File: src/hdl/tm2_consts.svh
// Timing counts, widths and reset values for the timer 2 block
`ifndef TM2_CONSTS_SVH
`define TM2_CONSTS_SVH

`define TM2_CLK_HZ 50000000
`define TM2_PRESCALE 12
`define TM2_PRESCALE_W 4
`define TM2_COUNT_W 16
`define TM2_BYTE_W 8
`define TM2_ALL_ONES 16'hFFFF
`define TM2_COUNT_RST 16'h0000
`define TM2_SYNC_STAGES 3

`endif

File: src/hdl/tm2_pkg.sv
// Types shared by the timer 2 block
package tm2_pkg;
  typedef logic [15:0] tm2_count_t;
  typedef logic [7:0] tm2_byte_t;
  typedef enum logic [1:0] {
    TM2_MODE_CAPTURE,
    TM2_MODE_RELOAD,
    TM2_MODE_BAUD
  } tm2_mode_e;
endpackage

File: src/hdl/tm2_timer.sv
// Timer 2 core: 16-bit auto-reload timer/counter with up/down option
`timescale 1ns/1ns
`default_nettype none
`include "tm2_consts.svh"
module tm2_timer (
  // Clock and reset
  input wire logic i_clk,
  input wire logic i_reset_n,
  // External pins
  input wire logic i_external_count_pin,
  input wire logic i_direction_pin,
  // Control bits
  input wire logic i_run_control,
  input wire logic i_timer_counter_select,
  input wire logic i_capture_reload_select,
  input wire logic i_rx_clock_source_sel,
  input wire logic i_tx_clock_source_sel,
  input wire logic i_external_pin_enable,
  input wire logic i_down_count_enable,
  // Reload value
  input wire tm2_pkg::tm2_byte_t i_reload_high_byte,
  input wire tm2_pkg::tm2_byte_t i_reload_low_byte,
  // Software writes to count
  input wire logic i_count_write,
  input wire tm2_pkg::tm2_count_t i_count_wdata,
  // Software clears of flags
  input wire logic i_overflow_flag_clr,
  input wire logic i_external_flag_clr,
  // Status
  output tm2_pkg::tm2_byte_t o_count_high_byte,
  output tm2_pkg::tm2_byte_t o_count_low_byte,
  output logic o_overflow_flag,
  output logic o_external_flag,
  output tm2_pkg::tm2_mode_e o_mode,
  output logic o_irq
);
  import tm2_pkg::*;

  logic tick_div;
  logic cnt_fall;
  logic dir_level;
  logic dir_fall;

  // Internal clock divided by twelve
  tm2_prescaler u_pre (
    .i_clk(i_clk),
    .i_reset_n(i_reset_n),
    .o_tick(tick_div)
  );

  // Count pin synchroniser
  tm2_pin_sync u_cnt_sync (
    .i_clk(i_clk),
    .i_reset_n(i_reset_n),
    .i_pin(i_external_count_pin),
    .o_level(),
    .o_fall(cnt_fall)
  );

  // Direction pin synchroniser
  tm2_pin_sync u_dir_sync (
    .i_clk(i_clk),
    .i_reset_n(i_reset_n),
    .i_pin(i_direction_pin),
    .o_level(dir_level),
    .o_fall(dir_fall)
  );

  tm2_byte_t count_high_byte;
  tm2_byte_t count_low_byte;
  tm2_byte_t next_count_high_byte;
  tm2_byte_t next_count_low_byte;
  logic overflow_flag;
  logic external_flag;
  logic next_overflow_flag;
  logic next_external_flag;
  tm2_mode_e mode;
  logic serial_clk;
  logic updown;
  logic count_en;
  logic count_up;
  logic low_carry;
  tm2_count_t count;
  tm2_count_t reload;
  logic ovf_evt;
  logic unf_evt;
  logic ext_reload_evt;

  // Mode decode from serial clock and capture select bits
  always_comb begin
    serial_clk = i_rx_clock_source_sel | i_tx_clock_source_sel;
    if (serial_clk) begin
      mode = TM2_MODE_BAUD;
    end else if (i_capture_reload_select) begin
      mode = TM2_MODE_CAPTURE;
    end else begin
      mode = TM2_MODE_RELOAD;
    end
  end

  // Count input selection, direction and wrap detection
  always_comb begin
    count = {count_high_byte, count_low_byte};
    reload = {i_reload_high_byte, i_reload_low_byte};
    updown = (mode == TM2_MODE_RELOAD) && i_down_count_enable;
    // Divided clock or falling edge of the count pin, gated by run
    count_en = i_run_control && (i_timer_counter_select ? cnt_fall : tick_div);
    // Direction pin level sets the count direction only in up/down mode
    count_up = updown ? dir_level : 1'b1;
    low_carry = (count_low_byte == 8'hFF);
    ovf_evt = count_en && count_up && (count == `TM2_ALL_ONES);
    unf_evt = count_en && !count_up && (count == reload);
    // Standard reload: direction pin fall reloads when enabled
    ext_reload_evt = (mode == TM2_MODE_RELOAD) && !updown && i_external_pin_enable && dir_fall;
  end

  // Next count and flags
  always_comb begin
    next_count_high_byte = count_high_byte;
    next_count_low_byte = count_low_byte;
    next_overflow_flag = overflow_flag;
    next_external_flag = external_flag;
    if (i_count_write) begin
      next_count_high_byte = i_count_wdata[15:8];
      next_count_low_byte = i_count_wdata[7:0];
    end else if (ovf_evt || ext_reload_evt) begin
      // Reload pair into count; baud mode also reloads
      next_count_high_byte = i_reload_high_byte;
      next_count_low_byte = i_reload_low_byte;
    end else if (unf_evt) begin
      next_count_high_byte = 8'hFF;
      next_count_low_byte = 8'hFF;
    end else if (count_en && count_up) begin
      // Low byte increments and carries into high byte
      next_count_low_byte = count_low_byte + 8'h01;
      if (low_carry) begin
        next_count_high_byte = count_high_byte + 8'h01;
      end
    end else if (count_en) begin
      // Down count: low byte borrows from high byte
      next_count_low_byte = count_low_byte - 8'h01;
      if (count_low_byte == 8'h00) begin
        next_count_high_byte = count_high_byte - 8'h01;
      end
    end
    // Software clear; a coinciding set wins
    if (i_overflow_flag_clr) begin
      next_overflow_flag = 1'b0;
    end
    if ((ovf_evt || unf_evt) && !serial_clk) begin
      next_overflow_flag = 1'b1;
    end
    if (i_external_flag_clr) begin
      next_external_flag = 1'b0;
    end
    if (updown && (ovf_evt || unf_evt)) begin
      next_external_flag = ~external_flag;
    end else if (ext_reload_evt) begin
      next_external_flag = 1'b1;
    end
  end

  // Count and flag registers
  always_ff @(posedge i_clk or negedge i_reset_n) begin
    if (!i_reset_n) begin
      count_high_byte <= 8'h00;
      count_low_byte <= 8'h00;
      overflow_flag <= 1'b0;
      external_flag <= 1'b0;
    end else begin
      count_high_byte <= next_count_high_byte;
      count_low_byte <= next_count_low_byte;
      overflow_flag <= next_overflow_flag;
      external_flag <= next_external_flag;
    end
  end

  // Outputs; external flag excluded from interrupt whenever down count enable is set, in any mode
  assign o_count_high_byte = count_high_byte;
  assign o_count_low_byte = count_low_byte;
  assign o_overflow_flag = overflow_flag;
  assign o_external_flag = external_flag;
  assign o_mode = mode;
  assign o_irq = overflow_flag | (external_flag & ~i_down_count_enable);
endmodule
`default_nettype wire

File: src/hdl/tm2_pin_sync.sv
// Three-stage synchroniser with agreement filter and falling-edge pulse
`timescale 1ns/1ns
`default_nettype none
`include "tm2_consts.svh"
module tm2_pin_sync (
  // Clock and reset
  input wire logic i_clk,
  input wire logic i_reset_n,
  // Pin
  input wire logic i_pin,
  // Filtered level and edge
  output logic o_level,
  output logic o_fall
);
  logic [2:0] sync;
  logic level;
  logic next_level;
  logic fall;
  logic next_fall;

  // Level changes only once stage two and three agree
  always_comb begin
    next_level = level;
    if (sync[1] == sync[2]) begin
      next_level = sync[2];
    end
    next_fall = level & ~next_level;
  end

  // Synchroniser chain and filtered state
  always_ff @(posedge i_clk or negedge i_reset_n) begin
    if (!i_reset_n) begin
      sync <= 3'h7;
      level <= 1'b1;
      fall <= 1'b0;
    end else begin
      sync <= {sync[1:0], i_pin};
      level <= next_level;
      fall <= next_fall;
    end
  end

  assign o_level = level;
  assign o_fall = fall;
endmodule
`default_nettype wire

File: src/hdl/tm2_prescaler.sv
// Divide-by-twelve enable pulse generator
`timescale 1ns/1ns
`default_nettype none
`include "tm2_consts.svh"
module tm2_prescaler (
  // Clock and reset
  input wire logic i_clk,
  input wire logic i_reset_n,
  // Tick out
  output logic o_tick
);
  localparam logic [`TM2_PRESCALE_W-1:0] LAST = `TM2_PRESCALE_W'(`TM2_PRESCALE - 1);
  logic [`TM2_PRESCALE_W-1:0] cnt;
  logic [`TM2_PRESCALE_W-1:0] next_cnt;

  // Wrap after twelve cycles
  always_comb begin
    next_cnt = (cnt == LAST) ? '0 : cnt + `TM2_PRESCALE_W'(1);
  end

  // Counter register
  always_ff @(posedge i_clk or negedge i_reset_n) begin
    if (!i_reset_n) begin
      cnt <= '0;
    end else begin
      cnt <= next_cnt;
    end
  end

  assign o_tick = (cnt == LAST);
endmodule
`default_nettype wire

File: config.mk
export PLATFORM = sky130hd
export DESIGN_NAME = tm2_timer
export DESIGN_NICKNAME = d
export VERILOG_FILES = /design/src/hdl/tm2_pkg.sv /design/src/hdl/tm2_timer.sv /design/src/hdl/tm2_pin_sync.sv /design/src/hdl/tm2_prescaler.sv
export VERILOG_INCLUDE_DIRS = /design/src /design/src/hdl
export SDC_FILE = /design/constraint.sdc
export NUM_CORES = 1
export LEC_CHECK = 0
export ABC_CLOCK_PERIOD_IN_PS = 2890
export BUFFER_PORTS_ARGS = -buffer_cell sky130_fd_sc_hd__buf_2
export CORE_MARGIN = 2
export CORE_UTILIZATION = 48
export CTS_BUF_LIST = sky130_fd_sc_hd__clkbuf_4 sky130_fd_sc_hd__clkbuf_8 sky130_fd_sc_hd__clkbuf_16
export CTS_CLUSTER_DIAMETER = 50
export DETAILED_ROUTE_END_ITERATION = 8
export PLACE_DENSITY = 0.83
export SYNTH_ARGS = -nofsm -noshare
export SYNTH_HDL_FRONTEND = slang
export SYNTH_SLANG_ARGS = --single-unit
File: constraint.sdc
create_clock -name i_clk -period 2.89 [get_ports i_clk]
set_input_delay 0.1445 -clock i_clk [delete_from_list [all_inputs] [get_ports i_clk]]
set_output_delay 0.1445 -clock i_clk [all_outputs]
set_load 0.02 [all_outputs]
==> results of run 1 <==
[cells in the final DEF (no fill, tap or decap), types with 6 or more instances in the layout]
cell type  count
buf_2         66
dfrtp_1       24
xor2_1        21
nor2_1        16
nand2_1       15
nor3_1        14
o221ai_1      13
ha_1          13
a21oi_1       12
buf_4         12
inv_1         10
a31oi_1        9
dfstp_2        8
o21ai_0        7
xnor2_1        7
nor4_1         6
nand4_1        6
[registers in the layout (all words and copies together) (netlist names)]
register,flops
u_dir_sync.sync,3
u_cnt_sync.o_fall,1
o_overflow_flag,1
o_count_low_byte,8
u_dir_sync.o_fall,1
o_count_high_byte,8
u_cnt_sync.o_level,1
u_dir_sync.o_level,1
u_pre.cnt,4
o_external_flag,1
u_cnt_sync.sync,3
[layer usage]
metal	vias to the layer above	wire [µm]	part of all wire (%)	track usage, %
li1	1129	-	-	-
met1	1136	2810	43	34.44
met2	101	3261	49	40.41
met3	17	386	5.8	4.607
met4	0	145	2.2	9.127
met5	-	0	0	0
[area by class of cell]
cell class                      instances  area [µm²]
Fill cell                             413        1743
Clock buffer                            5       68.82
Timing Repair Buffer                   81       450.4
Clock inverter                          3       23.77
Multi-Input combinational cell        201        1533
Tap cell                               67       83.83
Inverter                               11       41.29
Sequential cell                        32       810.8
[logic make-up after synthesis]
kind of cell	synth area share [%]
adder cells (fa/ha/maj)	10.37
flip-flops	33.94
buffers and inverters	4.295
AO/OA/AOI/OAI	22.26
AND/OR/NAND/NOR	17.60
XOR/XNOR	10.27
multiplexers	1.257
[stage by stage]
stage / std cells / setup WS [ns]
after floorplan: 252 / 0.0005900
after global placement: 388 / 0.05581
after detailed placement: 388 / -0.1162
after CTS: 400 / 0.03720
after global routing: 400 / -0.0005287
final: 400 / 0.1717
[repair_timing]
item | CTS | global route
gates cloned | 1 | 0
endpoints found under the setup margin | 1 | 5
gates resized for setup | 1 | 5
pin swaps | 1 | 0
hold buffers | 3 | 0
endpoints found under the hold margin | 26 | 0
[power by group through the flow]
stage / clock, mW / sequential, mW / combinational [mW]
after global placement: 0 / 0.573 / 0.501
after detailed placement: 0 / 0.574 / 0.514
after floorplan: 0 / 0.604 / 0.307
final: 0.360 / 0.569 / 0.532
after global routing: 0.386 / 0.577 / 0.586
after CTS: 0.371 / 0.567 / 0.523
[worst paths after layout]
check,start,to,slack [ns],cells past startpoint
max,u_pre.cnt[0],o_count_low_byte[6],0.17,10
min,i_overflow_flag_clr,o_overflow_flag,0.03,2
max reg2reg,u_pre.cnt[0],o_count_low_byte[6],0.17,10
min reg2reg,u_dir_sync.sync[0],u_dir_sync.sync[1],0.36,0
max in group asynchronous,i_reset_n,o_count_high_byte[0],1.98,2
min in group asynchronous,i_reset_n,o_overflow_flag,0.44,2
[critical path, delay by kind of cell (launching register included)]
kind                       cells  cell delay (ns)
and+or+nand+nor                4             1.07
AOI/OAI and AO/OA              4             0.61
adders and majority gates      2             0.59
DFF                            1             0.38
==> results.cfg, run 1 <==
[outcome]
outcome = completed

[sta]
skew_ns = 0.008237
setup-tns-final_ns = 0
relSlewSlack_pct = 52.07
worstMarginPinSlew_ns = 0.7090
clock.fmax_mhz = 367.9
hold_viol_final = 0
finalSetupViolCount = 0
final.min_clock_period_ns = 2.718
min_period_over_period_pct = 94.06
hold_ws_ns = 0.02998
slew_violations = 0

[yosys]
synth-seq-area-share_pct = 33.94
synth_edf_count = 0
synthArstFlopShare_pct = 100.0
yosysTopAreaCell = dfrtp_1
ys_ff_latch = 32
avgSynthCellArea_um2 = 9.478
synth_top_area_share_pct = 25.14
synth_nets = 315
yosysMostFrequentCell = dfrtp_1
synth.area.top_cells = dfrtp_1 (25%), dfstp_2 (8.8%), ha_1 (7.9%)
synth_common_cells = dfrtp_1 (24), xor2_1 (21), nor2_1 (16)
syn_inst = 252
synth_area_um2 = 2389
ys_types = 54
synth-main-ff-cell = dfrtp_1
yosys_warnings = 0

[worst_setup_path]
cp.arrival_ns = 2.95
start_kind = register
slowest_delay_ns = 0.60
cp-end-kind = register
crit_fanout = 6
path_class = reg -> reg
worstPathCellList = ha_2 > and4bb_4 > o221ai_4 > fa_2 > a21o_1 > a21oi_2 > nor2_1 > or4b_2 > nand4b_1 > a221o_1
slowest_stage = or4b_2
required_ns = 3.12

[clocking]
clk_pin_slew_worst_paths_ns = 0.08
cts_made_buffers = 5
cts_buffer_depth = 2
cts_root_buf = clkbuf_8
cts_tree = yes
clock_latency_ns = 0.29
cts.sinks = 32
htreeDepth = 2
cts_setup_buffers = 0

[detailed_routing]
via_per_inst = 5.958
dr_total_vias = 2383
routed_wl_mm = 6.604
dr.pass1.iters = 4
antenna_left = 0
avgRoutedWirePerCell_um = 16.51
drc_errors = 0
drt_iter0_drc = 225

[finish]
syn_to_final_growth_pct = 26.09
antenna_cells = 0
finalNetCount = 395
final_cell_area_um2 = 3012
fin_util_pct = 63.34
drive_gt1_share_pct = 31.83

[pwr]
peakVddDrop_mv = 0.2870
p_seq_share_pct = 38.9
total_leakage_power_nw = 1.300
p_per_area_nw_per_um2 = 485.3
total_power_mw = 1.461
p_int_mw = 0.9098
swShare_pct = 37.75
p_comb_share_pct = 36.4
pwr-share-clk_pct = 24.7
p_switching_mw = 0.5517

[global_route]
antenna_found_initial = 0
grt_pass1_vias = 2194
grt.overflow.total = 0
grt_max_degree = 33
grt_use_total_pct = 25.28
grt_pass1_wl_mm = 10.63

[placement]
placed_cell_area_um2 = 2850
gp_congestion = 0.9453
hpwl_mm = 4.815
io_buffers = 66

[flow_run]
maxCapViolations = 0

[floorplanning]
row_count = 25
die_area_um2 = 5556
io_pins = 67
die_w_um = 74.54
die_h_um = 74.54
core-area_um2 = 4755
start_util_pct = 50.24

[min_path]
hold_path.class = in -> reg
Note: power is estimated with default switching activity, not from simulation.
==> run 2, diff against run 1 <==
--- a/config.mk
+++ b/config.mk
@@ -14,6 +14,7 @@
 export CTS_CLUSTER_DIAMETER = 50
 export DETAILED_ROUTE_END_ITERATION = 8
 export PLACE_DENSITY = 0.83
+export REMOVE_ABC_BUFFERS = 1
 export SYNTH_ARGS = -nofsm -noshare
 export SYNTH_HDL_FRONTEND = slang
 export SYNTH_SLANG_ARGS = --single-unit
==> results.cfg, run 2 (synthesis gave the netlist of run 1 again) <==
[outcome]
outcome = completed

[placement]
gp_congestion = 0.8859
io_buffers = 66
placed_cell_area_um2 = 2831
preCtsSetupSlack_ns = -0.1117
hpwl_mm = 4.948

[worst_setup_path]
worstPathCellList = ha_1 > and4bb_4 > o221ai_4 > buf_6 > ha_1 > a21o_1 > a221o_1 > o22ai_2 > xor2_1 > o221ai_1 > a31oi_1
crit_fanout = 6
start_kind = register
slowest_stage = dfrtp_1
path_class = reg -> reg
slowest_delay_ns = 0.40
cp.arrival_ns = 3.02
cp-end-kind = register
required_ns = 3.12
cpMostUsedCell = ha_1

[detailed_routing]
avgRoutedWirePerCell_um = 17.28
dr.pass1.iters = 4
maxUsedRoutingLayer = met4
drt_iter0_drc = 240
route.met2.wl_mm = 3.265
via_per_inst = 6.005
drc_errors = 0
wl_met1_mm = 3.003
routed_wl_mm = 6.964
dr_total_vias = 2420
dr_wl_met3_um = 512
antenna_left = 0

[global_route]
grt_use_total_pct = 26.39
grt_pass1_wl_mm = 11.07
grt_max_degree = 33
grt_pass1_vias = 2281
antenna_found_initial = 0
grt.overflow.total = 0

[pwr]
peakVddDrop_mv = 0.2941
total_leakage_power_nw = 1.323
p_comb_share_pct = 36.5
p_int_mw = 0.9179
p_seq_share_pct = 38.7
swShare_pct = 38.54
pwr-share-clk_pct = 24.8
total_power_mw = 1.493
p_per_area_nw_per_um2 = 488.0
p_switching_mw = 0.5755

[finish]
syn_to_final_growth_pct = 28.13
finalNetCount = 398
antenna_cells = 0
layout.cells.most_common = buf_2
final_cell_mix = buf_2 (66), dfrtp_1 (24), xor2_1 (21)
drive_gt1_share_pct = 33.04
final_cell_area_um2 = 3060

[floorplanning]
core-area_um2 = 4755
start_util_pct = 50.24
die_w_um = 74.54
row_count = 25
die_area_um2 = 5556
io_pins = 67
die_h_um = 74.54

[flow_run]
maxCapViolations = 0

[clocking]
htreeDepth = 2
cts.sinks = 32
clk_pin_slew_worst_paths_ns = 0.08
cts_buffer_depth = 2
cts_root_buf = clkbuf_8
cts_tree = yes
clock_latency_ns = 0.30
cts_made_buffers = 5

[sta]
skew_ns = 0.007423
fin_ws_ns = 0.09691
worstMarginPinSlew_ns = 0.7297
hold_viol_final = 0
min_period_over_period_pct = 96.65
setup-tns-final_ns = 0
relSlewSlack_pct = 51.35
finalSetupViolCount = 0
final.min_clock_period_ns = 2.793
clock.fmax_mhz = 358.0
slew_violations = 0

[min_path]
hold_path.class = in -> reg
-- run 2: cell count changes in the layout (fill, tap and decap cells not counted), sizes merged --
cell	before	now
buf	78	81
-- run 2: cell type report --
type | count | area [µm²]
fill | 399 | 1694
multi-input combinational | 201 | 1551
sequential | 32 | 810.8
timing repair buffer | 84 | 480.5
tap | 67 | 83.83
clock buffer | 5 | 68.82
inverter | 11 | 41.29
clock inverter | 3 | 23.77
-- run 2: power by group through the flow --
stage / registers, mW / logic [mW] / clock network, mW
finish: 0.578 / 0.545 / 0.371
global route: 0.585 / 0.595 / 0.393
CTS: 0.571 / 0.514 / 0.374
detailed placement: 0.579 / 0.505 / 0
global placement: 0.576 / 0.490 / 0
floorplan: 0.603 / 0.297 / 0
-- run 2: worst paths after layout --
| path | slack, ns | startpoint | depth (start not counted) | end |
|---|---|---|---|---|
| max | 0.1 | u_pre.cnt[0] | 11 | o_count_high_byte[7] |
| min | 0.02 | i_overflow_flag_clr | 2 | o_overflow_flag |
| max reg2reg | 0.1 | u_pre.cnt[0] | 11 | o_count_high_byte[7] |
| min reg2reg | 0.36 | u_dir_sync.sync[0] | 0 | u_dir_sync.sync[1] |
| max in group asynchronous | 1.99 | i_reset_n | 2 | o_overflow_flag |
| min in group asynchronous | 0.44 | i_reset_n | 2 | o_count_low_byte[1] |
-- run 2: worst max-delay path, delay by kind of cell, from the launching register on --
kind | cells | cell delay (ns)
buffers and inverters | 1 | 0.16
adders and majority gates | 2 | 0.45
DFF | 1 | 0.40
AOI/OAI and AO/OA | 6 | 1.31
and+or+nand+nor | 1 | 0.24
xor gates and xnor gates | 1 | 0.16
-- run 2: what timing repair did --
item                                    4_1_cts  5_1_grt
endpoints found under the hold margin        26        0
pin swaps                                     1        3
hold buffers                                  3        0
setup buffers                                 1        2
endpoints found under the setup margin        3        5
gates resized for setup                       2       11
cloned                                        1        0
-- run 2: per-stage QoR --
step | util [%] | std cells | hold WS [ns]
finish | 64.37 | 403 | 0.02197
global route | 64.37 | 403 | 0.01199
CTS | 62.68 | 401 | 0.01991
detailed placement | 59.55 | 388 | 0.2462
global placement | 59.55 | 388 | 0.2367
floorplan | - | 243 | -0.1511
-- run 2: per-layer routing --
layer / vias to the layer above / track usage (%)
met5: - / 0
met2: 113 / 42.28
met4: 0 / 9.325
met3: 19 / 5.556
met1: 1156 / 35.46
li1: 1132 / -
==> run 3, diff against run 2 <==
--- a/config.mk
+++ b/config.mk
@@ -6,10 +6,11 @@
 export SDC_FILE = /design/constraint.sdc
 export NUM_CORES = 1
 export LEC_CHECK = 0
+export ABC_AREA = 1
 export ABC_CLOCK_PERIOD_IN_PS = 2890
 export BUFFER_PORTS_ARGS = -buffer_cell sky130_fd_sc_hd__buf_2
-export CORE_MARGIN = 2
-export CORE_UTILIZATION = 48
+export CORE_MARGIN = 1.5
+export CORE_UTILIZATION = 49
 export CTS_BUF_LIST = sky130_fd_sc_hd__clkbuf_4 sky130_fd_sc_hd__clkbuf_8 sky130_fd_sc_hd__clkbuf_16
 export CTS_CLUSTER_DIAMETER = 50
 export DETAILED_ROUTE_END_ITERATION = 8
==> results.cfg, run 3 <==
[global_route]
grt.overflow.total = 0
grt_max_degree = 33
grt_pass1_vias = 2596
grt_use_total_pct = 25.39
grt_pass1_wl_mm = 12.05
antenna_found_initial = 0

[sta]
hold_viol_final = 0
rsz0062_at_grt = no
hold_ws_ns = 0.03637
min_period_over_period_pct = 91.64
skew_ns = 0.004309
slew_violations = 0
final.min_clock_period_ns = 2.648
finalSetupViolCount = 0
worstMarginPinSlew_ns = 0.7384
setup-tns-final_ns = 0
clock.fmax_mhz = 377.6
relSlewSlack_pct = 50.77

[flow_run]
maxCapViolations = 0

[finish]
drive_gt1_share_pct = 20.20
syn_to_final_growth_pct = 20.78
layout.cells.most_common = nand2_1
final_cell_mix = nand2_1 (165), buf_2 (66), inv_1 (51)
finalNetCount = 552
fin_util_pct = 62.60
final_cell_area_um2 = 3258
antenna_cells = 0

[detailed_routing]
dr_total_vias = 2869
routed_wl_mm = 7.241
avgRoutedWirePerCell_um = 12.93
drc_errors = 0
drt_iter0_drc = 164
via_per_inst = 5.123
dr.pass1.iters = 4
antenna_left = 0

[yosys]
synth_area_um2 = 2698
yosysMostFrequentCell = nand2_1
avgSynthCellArea_um2 = 6.500
synthArstFlopShare_pct = 100.0
synth_top_area_share_pct = 22.96
syn_inst = 415
synth.area.top_cells = nand2_1 (23%), dfrtp_1 (22%), dfstp_2 (7.8%)
yosys_warnings = 0
yosysTopAreaCell = nand2_1
synth_edf_count = 0
synth-seq-area-share_pct = 30.06
synth_common_cells = nand2_1 (165), inv_1 (51), nor2_1 (39)
synth-main-ff-cell = dfrtp_1
ys_ff_latch = 32
ys_types = 34

[clocking]
clock_latency_ns = 0.29
cts_tree = yes
cts_buffer_depth = 2
cts.sinks = 32
htreeDepth = 2
clk_pin_slew_worst_paths_ns = 0.08
cts_setup_buffers = 0
cts_root_buf = clkbuf_8
cts_made_buffers = 5

[pwr]
total_leakage_power_nw = 1.805
total_power_mw = 1.955
p_per_area_nw_per_um2 = 600.0
peakVddDrop_mv = 0.3042

[placement]
gp_congestion = 0.8941
placed_cell_area_um2 = 3109
io_buffers = 66
hpwl_mm = 5.303

[floorplanning]
die_h_um = 77.20
core-area_um2 = 5205
row_count = 26
die_w_um = 77.20
die_area_um2 = 5959
start_util_pct = 51.83
io_pins = 67

[worst_setup_path]
start_kind = register
cp.arrival_ns = 2.84
path_class = reg -> reg
required_ns = 3.08
cp-end-kind = register
crit_fanout = 16

[outcome]
outcome = completed

[min_path]
hold_path.class = in -> reg
==> run 3: logic make-up after synthesis <==
kind of cell / count (synthesis) / share of synthesized area [%]
AOI/OAI and AO/OA: 47 / 9.834
buffers and inverters: 61 / 9.091
and+or+nand+nor: 241 / 36.97
DFF: 32 / 30.06
xor gates and xnor gates: 15 / 4.870
adders and majority gates: 19 / 9.184
==> run 3: worst paths after layout <==
path / end / from / cells past startpoint / slack, ns
worst max-delay path: o_count_low_byte[7] / u_pre.cnt[0] / 13 / 0.24
worst min-delay path: o_overflow_flag / i_overflow_flag_clr / 2 / 0.04
worst max register to register: o_count_low_byte[7] / u_pre.cnt[0] / 13 / 0.24
worst min register to register: u_dir_sync.sync[1] / u_dir_sync.sync[0] / 0 / 0.36
max in group asynchronous: o_count_high_byte[2] / i_reset_n / 2 / 1.95
min in group asynchronous: o_count_low_byte[0] / i_reset_n / 2 / 0.46
==> run 3: per-stage QoR <==
stage	worst slack, ns	instances
detailed placement	0.1658	549
global route	0.02988	560
global placement	0.2862	549
finish	0.2417	560
CTS	0.1330	560
floorplan	0.4425	409
==> run 3: metal layers <==
| metal | wire [µm] | track usage, % | vias to the layer above |
|---|---|---|---|
| met5 | 0 | 0 | - |
| met4 | 142 | 9.818 | 0 |
| met3 | 387 | 3.571 | 15 |
| met2 | 3352 | 40.53 | 111 |
| met1 | 3357 | 34.65 | 1296 |
| li1 | - | - | 1447 |
==> run 3: critical path: stages (launching register included) <==
cell	delay (ns)
dfrtp_1	0.38
ha_1	0.25
nand3_2	0.12
nand2_2	0.11
nand3_4	0.24
ha_1	0.43
a21oi_1	0.15
nand2_1	0.10
a21boi_0	0.36
o21ai_0	0.13
nand2b_1	0.09
nand3_1	0.08
nand2_1	0.07
nand2_1	0.04
==> run 3: layout make-up <==
class                   count  area (µm²)
clock buffers               5       68.82
clock inverters             3       42.54
fillers                   485        1947
inverters                  55       209.0
multi-input cells         322        1649
flip-flops and latches     32       810.8
well taps                  70       87.58
repair buffers             73       390.4
==> run 3: power breakdown <==
part	total, mW	internal [mW]	switching [mW]	leakage, nW
combinational	0.882	0.350	0.532	1.36
clock	0.446	0.255	0.191	0.0541
sequential	0.627	0.515	0.112	0.386
total	1.95	1.12	0.835	1.81
==> run 3: what timing repair did <==
item,in CTS,in global routing
gates resized for setup,0,1
endpoints found under the hold margin,26,0
endpoints found under the setup margin,0,5
hold buffers,3,0
